==> src/rtl/pms_pkg.sv <==
package pms_pkg;
    // ==========================================
    // sizes and timing
    localparam int          CLK_MHZ          = 10;
    localparam int          FUSE_TIME_US     = 50;
    localparam int          FUSE_CYCLES      = FUSE_TIME_US * CLK_MHZ;
    localparam int          CNT_W            = 16;
    localparam logic [15:0] CNT_RESET        = 16'h0000;

    // ==========================================
    // device operating states, one-hot
    typedef enum logic [5:0] {
        PMS_RESET  = 6'h01,
        PMS_UVLO   = 6'h02,
        PMS_FUSE   = 6'h04,
        PMS_NORMAL = 6'h08,
        PMS_LOWPWR = 6'h10,
        PMS_POLL   = 6'h20
    } pms_state_e;

    // falling-edge wake sources from the pins
    typedef struct packed {
        logic wake_pin;
        logic int_pin;
        logic cs_pin;
    } pms_pin_wake_s;

    // fault inputs sampled in normal mode
    typedef struct packed {
        logic overvoltage;
        logic overtemperature_fault;
        logic thermal_warning;
        logic serial_error;
        logic hash_error;
    } pms_fault_s;
endpackage

==> src/rtl/pms_sequencer.sv <==
`timescale 1ns/100ps
module pms_sequencer #(
    parameter int N_CH        = 22,
    parameter int POLL_WINDOW = 16
) (
    input  wire logic                   clk_i,
    input  wire logic                   reset_i,
    input  wire logic                   por_i,
    input  wire logic                   undervoltage_i,
    input  wire logic                   io_supply_ok_i,
    input  wire logic                   enter_lowpwr_cmd_i,
    input  wire logic                   wake_pin_wake_en_i,
    input  wire pms_pkg::pms_pin_wake_s pin_level_i,
    input  wire logic                   int_timer_expire_i,
    input  wire logic                   poll_timer_expire_i,
    input  wire logic [N_CH-1:0]        above_threshold_i,
    input  wire logic [N_CH-1:0]        battery_switch_config_i,
    input  wire logic [N_CH-1:0]        wake_en_i,
    input  wire logic [N_CH-1:0]        comparator_only_i,
    input  wire logic [N_CH-1:0]        thermal_limit_i,
    input  wire logic                   thermal_cool_i,
    input  wire logic                   thermal_warn_i,
    input  wire pms_pkg::pms_fault_s    fault_i,
    input  wire logic                   fault_clear_i,
    output logic [5:0]                  state_o,
    output logic                        osc_enable_o,
    output logic                        fast_osc_o,
    output logic                        serial_enable_o,
    output logic                        sources_on_o,
    output logic                        wake_pin_oe_o,
    output logic                        wake_pin_o,
    output logic                        interrupt_o,
    output logic                        wake_report_o,
    output logic                        first_word_invalid_o,
    output logic [N_CH-1:0]             switch_closed_o,
    output logic [N_CH-1:0]             poll_active_o,
    output pms_pkg::pms_fault_s         fault_flags_o,
    output logic                        thermal_limit_fault_o,
    output logic                        min_current_o,
    output logic                        thermal_warn_o
);
    // ==========================================
    // state register and timers
    pms_pkg::pms_state_e  state, next_state;
    logic [15:0]          cnt, next_cnt;
    pms_pkg::pms_pin_wake_s pin_prev, next_pin_prev;
    logic [N_CH-1:0]      closed_at_entry, next_closed_at_entry;
    logic [N_CH-1:0]      poll_mask, next_poll_mask;
    logic [N_CH-1:0]      closed_now;
    logic                 pin_edge, change_wake, cmp_wake, any_wake_en;
    logic                 next_interrupt, next_wake_report, next_first_invalid;
    logic                 cs_edge;

    // open/closed decode per channel
    genvar g;
    generate
        for (g = 0; g < N_CH; g++) begin : g_decode
            assign closed_now[g] = above_threshold_i[g] ^ ~battery_switch_config_i[g];
        end
    endgenerate

    // wake conditions
    always_comb begin
        next_pin_prev = pin_level_i;
        pin_edge = (pin_prev.wake_pin & ~pin_level_i.wake_pin & wake_pin_wake_en_i)
                 | (pin_prev.int_pin & ~pin_level_i.int_pin)
                 | (pin_prev.cs_pin & ~pin_level_i.cs_pin);
        cs_edge = pin_prev.cs_pin & ~pin_level_i.cs_pin;
        any_wake_en = |wake_en_i;
        cmp_wake = |(wake_en_i & comparator_only_i & (closed_now ^ closed_at_entry));
        change_wake = |(wake_en_i & poll_mask & (closed_now ^ closed_at_entry));
    end

    // ==========================================
    // operating sequence
    always_comb begin
        next_state = state;
        next_cnt = cnt;
        next_closed_at_entry = closed_at_entry;
        next_poll_mask = poll_mask;
        next_interrupt = 1'b0;
        next_wake_report = wake_report_o;
        next_first_invalid = first_word_invalid_o;
        unique case (state)
            pms_pkg::PMS_RESET: begin
                if (!por_i) next_state = pms_pkg::PMS_UVLO;
            end
            pms_pkg::PMS_UVLO: begin
                if (!undervoltage_i) begin
                    next_state = pms_pkg::PMS_FUSE;
                    next_cnt = 16'(pms_pkg::FUSE_CYCLES - 1);
                end
            end
            pms_pkg::PMS_FUSE: begin
                if (undervoltage_i) next_state = pms_pkg::PMS_UVLO;
                else if (cnt == pms_pkg::CNT_RESET) next_state = pms_pkg::PMS_NORMAL;
                else next_cnt = cnt - 16'h0001;
            end
            pms_pkg::PMS_NORMAL: begin
                if (undervoltage_i) next_state = pms_pkg::PMS_UVLO;
                else if (enter_lowpwr_cmd_i) begin
                    next_state = pms_pkg::PMS_LOWPWR;
                    next_closed_at_entry = closed_now;
                    next_poll_mask = wake_en_i & ~comparator_only_i;
                    next_wake_report = 1'b0;
                end else if (pin_level_i.cs_pin) next_first_invalid = 1'b0;
            end
            pms_pkg::PMS_LOWPWR: begin
                if (int_timer_expire_i) begin
                    next_state = pms_pkg::PMS_NORMAL;
                    next_interrupt = 1'b1;
                end else if (cmp_wake) begin
                    next_state = pms_pkg::PMS_NORMAL;
                    next_interrupt = 1'b1;
                end else if (pin_edge && io_supply_ok_i) begin
                    next_state = pms_pkg::PMS_NORMAL;
                    next_wake_report = 1'b1;
                    next_interrupt = 1'b1;
                    next_first_invalid = cs_edge;
                end else if (poll_timer_expire_i && any_wake_en && !undervoltage_i) begin
                    next_state = pms_pkg::PMS_POLL;
                    next_cnt = 16'(POLL_WINDOW - 1);
                end
            end
            pms_pkg::PMS_POLL: begin
                if (int_timer_expire_i || cmp_wake) begin
                    next_state = pms_pkg::PMS_NORMAL;
                    next_interrupt = 1'b1;
                end else if (pin_edge && io_supply_ok_i) begin
                    next_state = pms_pkg::PMS_NORMAL;
                    next_wake_report = 1'b1;
                    next_interrupt = 1'b1;
                    next_first_invalid = cs_edge;
                end else if (cnt == pms_pkg::CNT_RESET) begin
                    if (change_wake) begin
                        next_state = pms_pkg::PMS_NORMAL;
                        next_wake_report = 1'b1;
                        next_interrupt = 1'b1;
                    end else begin
                        next_state = pms_pkg::PMS_LOWPWR;
                        next_poll_mask = poll_mask & (closed_at_entry | closed_now);
                    end
                end else if (!undervoltage_i) next_cnt = cnt - 16'h0001;
            end
            default: next_state = pms_pkg::PMS_RESET;
        endcase
        if (por_i) next_state = pms_pkg::PMS_RESET;
    end

    // register the sequence; settings are never touched here, so they persist
    always_ff @(posedge clk_i) begin
        if (reset_i) begin
            state <= pms_pkg::PMS_RESET;
            cnt <= pms_pkg::CNT_RESET;
            pin_prev <= '1;
            closed_at_entry <= '0;
            poll_mask <= '0;
            interrupt_o <= 1'b0;
            wake_report_o <= 1'b0;
            first_word_invalid_o <= 1'b0;
        end else begin
            state <= next_state;
            cnt <= next_cnt;
            pin_prev <= next_pin_prev;
            closed_at_entry <= next_closed_at_entry;
            poll_mask <= next_poll_mask;
            interrupt_o <= next_interrupt;
            wake_report_o <= next_wake_report;
            first_word_invalid_o <= next_first_invalid;
        end
    end

    // ==========================================
    // mode outputs derived from the next state so they leave a flip-flop aligned with state; fault and switch flags use the current state
    pms_pkg::pms_fault_s next_faults;
    logic next_limit_hit, next_mincur;
    logic [N_CH-1:0] next_switch, next_poll_act;
    always_comb begin
        next_faults = fault_flags_o;
        // capture only in normal mode; low-power faults are never seen
        if (state == pms_pkg::PMS_NORMAL) begin
            if (fault_clear_i) next_faults = '0;
            next_faults = next_faults | fault_i;
        end
        next_limit_hit = |thermal_limit_i;
        next_mincur = next_limit_hit | (min_current_o & ~thermal_cool_i);
        next_switch = (state == pms_pkg::PMS_NORMAL) ? closed_now : switch_closed_o;
        next_poll_act = (next_state == pms_pkg::PMS_POLL) ? poll_mask : '0;
    end

    always_ff @(posedge clk_i) begin
        if (reset_i) begin
            state_o <= pms_pkg::PMS_RESET;
            osc_enable_o <= 1'b0;
            fast_osc_o <= 1'b0;
            serial_enable_o <= 1'b0;
            sources_on_o <= 1'b0;
            wake_pin_oe_o <= 1'b0;
            wake_pin_o <= 1'b0;
            fault_flags_o <= '0;
            thermal_limit_fault_o <= 1'b0;
            min_current_o <= 1'b0;
            thermal_warn_o <= 1'b0;
            switch_closed_o <= '0;
            poll_active_o <= '0;
        end else begin
            state_o <= next_state;
            osc_enable_o <= (next_state != pms_pkg::PMS_RESET);
            fast_osc_o <= next_state inside {pms_pkg::PMS_UVLO, pms_pkg::PMS_FUSE,
                                             pms_pkg::PMS_NORMAL};
            serial_enable_o <= (next_state == pms_pkg::PMS_NORMAL);
            sources_on_o <= next_state inside {pms_pkg::PMS_NORMAL, pms_pkg::PMS_POLL};
            wake_pin_oe_o <= (next_state == pms_pkg::PMS_NORMAL);
            wake_pin_o <= 1'b0;
            fault_flags_o <= next_faults;
            thermal_limit_fault_o <= next_limit_hit;
            min_current_o <= next_mincur;
            thermal_warn_o <= thermal_warn_i;
            switch_closed_o <= next_switch;
            poll_active_o <= next_poll_act;
        end
    end
endmodule

==> config.mk <==
export PLATFORM = sky130hd
export DESIGN_NAME = pms_sequencer
export DESIGN_NICKNAME = d
export VERILOG_FILES = /design/src/rtl/pms_pkg.sv /design/src/rtl/pms_sequencer.sv
export SDC_FILE = /design/constraint.sdc
export NUM_CORES = 1
export LEC_CHECK = 0
export ABC_AREA = 1
export BUFFER_PORTS_ARGS = -buffer_cell sky130_fd_sc_hd__buf_2
export CAP_MARGIN = 20
export CORE_UTILIZATION = 44
export DETAILED_ROUTE_END_ITERATION = 8
export PLACE_DENSITY = 0.76
export SLEW_MARGIN = 10
export SYNTH_ARGS = -nofsm -noshare
export SYNTH_HDL_FRONTEND = slang
export SYNTH_SLANG_ARGS = --single-unit
export TNS_END_PERCENT = 5
==> constraint.sdc <==
create_clock -name clk_i -period 1.8 [get_ports clk_i]
set_input_delay 0.09 -clock clk_i [delete_from_list [all_inputs] [get_ports clk_i]]
set_output_delay 0.09 -clock clk_i [all_outputs]
set_load 0.02 [all_outputs]
==> flow_summary.yaml <==
yosys:
  synth_nets: 1057
  synth.avg_cell_area_um2: 7.189
  synth_top_area_share_pct: 39.48
  ys_seq_area_share_pct: 39.48
  syn-cell-area_um2: 6491
  async_flop_share_pct: 0
  synth-main-ff-cell: "dfxtp_1"
  synthCells: 903
  yosysTopAreaCell: "dfxtp_1"
  synth_warnings: 0
  synth_edf_count: 0
  ys_ff_latch: 128
  ys_types: 40
  synth_area_leaders: "dfxtp_1 39%, nand2_1 11%, nor2_1 6.8%, a21oi_1 6.0%, inv_1 5.1%"
critical_path:
  r2r-end: "poll_mask[8]"
  reg2reg_from: "closed_at_entry[4]"
  crit_slowest_cell: "dfxtp_2"
  crit_path_end_kind: "flop"
  arrival_ns: 2.42
  cp.required_ns: 2.15
  cp_top_family: "simple AND/OR/NAND/NOR gates"
  endpoint: "poll_mask[8]"
  slowest_delay_ns: 0.35
  cp-startpoint: "closed_at_entry[4]"
  crit_chain: "inv_2, ha_4, nand2_1, nor2_1, nor2_2, nand2_1, nor2_2, nand2_1, nand2_1, nand3_2, nor2_4, buf_12, nand2_1, a21oi_2"
  critPathKind: "flop to flop"
  reg2reg_depth: 14
  cp.depth: 14
  cp-start-kind: "flop"
  crit_buf_inv: 2
  crit_fanout: 16
  cp_common_cell: "nand2_1"
  r2r_slack_ns: -0.27
floorplanning:
  pin_count: 197
  die_x_um: 123.5
  rows: 44
  initial_core_util_pct: 44.83
  die-area_um2: 15240
  dieHeight_um: 123.5
  core_area_um2: 14480
sta:
  drv_slew: 0
  finClkSkew_ns: 0.008410
  period_share_pct: 114.9
  timing.final.ws_setup_ns: -0.2688
  rsz0062_at_grt: "yes"
  max_clock_freq_ghz: 0.4834
  worst_pin_slew_ns: 0.6463
  setup-violations-final: 68
  hold_violations: 0
  min_period_ns: 2.069
  slew_headroom_pct: 56.91
detailed_routing:
  wl_per_cell_um: 16.15
  vias: 7367
  ant_nets: 0
  viasPerCell: 5.358
  drc: 0
  drtIter0Drc: 645
  finalWirelength_um: 22200
  firstDrtPassIters: 5
cts:
  insertion_delay_ns: 0.42
  root_buffer: "clkbuf_16"
  cts_tree: "yes"
  cts_max_level: 4
  cts_buffers: 17
  cts.sinks: 128
  clk_path_buf_depth: 2
  clk_pin_slew_ns: 0.06
place:
  dp_slack_ns: -0.5222
  dpl.cell_count: 1320
  portBuffers: 195
  dp.final_hpwl_um: 14360
  gp_congestion: 0.8991
worst_hold_path:
  hold_path.class: "primary input to flop"
outcome:
  violations: "setup timing"
  run_status: "complete, but fails checks"
finish:
  nFillCells: 1116
  area_growth_pct: 49.63
  insertedDiodeCount: 0
  final_util_pct: 67.08
  stdcell_count: 1375
  nets: 1332
  drive_gt1_share_pct: 38.37
flow_run:
  cap_violations: 0
global_routing:
  grt_max_degree: 52
  grt_overflow: 0
  grt_pass1_wl_um: 33770
  grt_usage_pct: 28.86
  antenna_found_initial: 0
  first_global_vias: 7110
power:
  vdd_drop_max_v: 0.0006385
  p_per_area_nw_per_um2: 791.6
  power.total_uw: 7689
  p_leak_uw: 0.004444
-- synthesized netlist by cell type, types with 6 or more instances --
library cell	count
buf_2	9
a211oi_1	8
clkbuf_1	19
ha_1	24
inv_1	89
nor3_1	9
nand4_1	12
xor2_1	27
nand2_1	195
a21oi_1	78
o21ai_0	48
nand3_1	64
nor4_1	7
nor2_1	117
o32ai_1	21
dfxtp_1	128
inv_2	6
-- how the worst min path moves through the flow --
stage                     startpoint                    end  cells after the start
4_1_cts         comparator_only_i[5]           poll_mask[5]                      4
2_1_floorplan         pin_level_i[2]            pin_prev[2]                      2
6_report         thermal_limit_i[13]  thermal_limit_fault_o                      5
3_3_place_gp          pin_level_i[2]            pin_prev[2]                      3
5_1_grt        comparator_only_i[20]          poll_mask[20]                      4
3_5_place_dp          pin_level_i[1]            pin_prev[1]                      3
-- registers in the layout, summed over array words and instances (netlist names) --
register               count
closed_at_entry           22
poll_active_o             22
poll_mask                 22
switch_closed_o           22
cnt                       16
state_o                    6
fault_flags_o              5
pin_prev                   3
fast_osc_o                 1
first_word_invalid_o       1
interrupt_o                1
min_current_o              1
osc_enable_o               1
sources_on_o               1
thermal_limit_fault_o      1
thermal_warn_o             1
wake_pin_oe_o              1
wake_report_o              1
-- worst reg2reg max path: cells and delay by family, from the launching register on --
kind                       cells  cell delay, ns
and+or+nand+nor               10            1.04
AOI/OAI and AO/OA              1            0.16
adders and majority gates      1            0.24
DFF                            1            0.35
buffers and inverters          2            0.21
-- where the power goes --
group	total (uW)	switching [uW]	internal (uW)
clock	3820	1350	2480
combinational	1000	548	456
sequential	2860	9.14	2850
total	7690	1900	5790
-- metrics by stage --
stage | hold slack [ns] | instance area [um^2] | TNS, ns
global route | 0.03448 | 9713 | -15.82
CTS | 0.001188 | 9437 | -5.306
floorplan | 0.1866 | 6494 | 0
finish | 0.003778 | 9713 | -9.524
global placement | 0.2784 | 8148 | -24.59
detailed placement | 0.2862 | 8148 | -29.22
-- cell type report --
type                       instances  area, um^2  area share (%)
clock buffer                      21       480.5           4.947
multi-input combinational        645        4009           41.27
tap                              184       230.2           2.370
inverter                          97       384.1           3.955
timing repair buffer             289        1848           19.03
sequential                       128        2585           26.61
clock inverter                    11       176.4           1.816
-- kinds of logic after synthesis --
group,synth area share (%)
buffers and inverters,8.423
adder cells (fa/ha/maj),4.626
XOR/XNOR,4.048
AO/OA/AOI/OAI,14.69
other,0.05777
AND/OR/NAND/NOR,28.68
flip-flops,39.48
-- repair_timing --
item | in CTS | in global routing
cloned | 2 | 1
endpoints found under the setup margin | 69 | 93
hold buffers | 19 | 0
endpoints found under the hold margin | 21 | 0
pin swaps | 43 | 28
buffers inserted | 0 | 1
gates resized for setup | 90 | 64
-- metal layers --
layer,wire (um),share of wire (%),up-vias,GRT usage [%]
li1,-,-,3530,-
met1,8873,40,3333,33.70
met2,10430,47,397,48.36
met3,1782,8.0,107,7.242
met4,1122,5.1,0,15.59
met5,0,0,-,0
-- placed cells by master, fill, tap and decap left out, drive strengths merged --
cell type	count
nand3	69
nor3b	1
a21oi	79
conb	1
xor2	27
o31ai	3
buf	269
clkinv	6
dlygate4sd3	19
nor2	123
o32ai	21
clkinvlp	1
nand4	14
nand2	200
nand3b	1
a211oi	8
bufinv	4
o21a	1
clkbuf	22
xnor2	3
inv	97
o211ai	1
ha	24
nor3	9
dfxtp	128
nor4	7
o21ai	53
No activity file was read; power rests on OpenSTA's default activity.
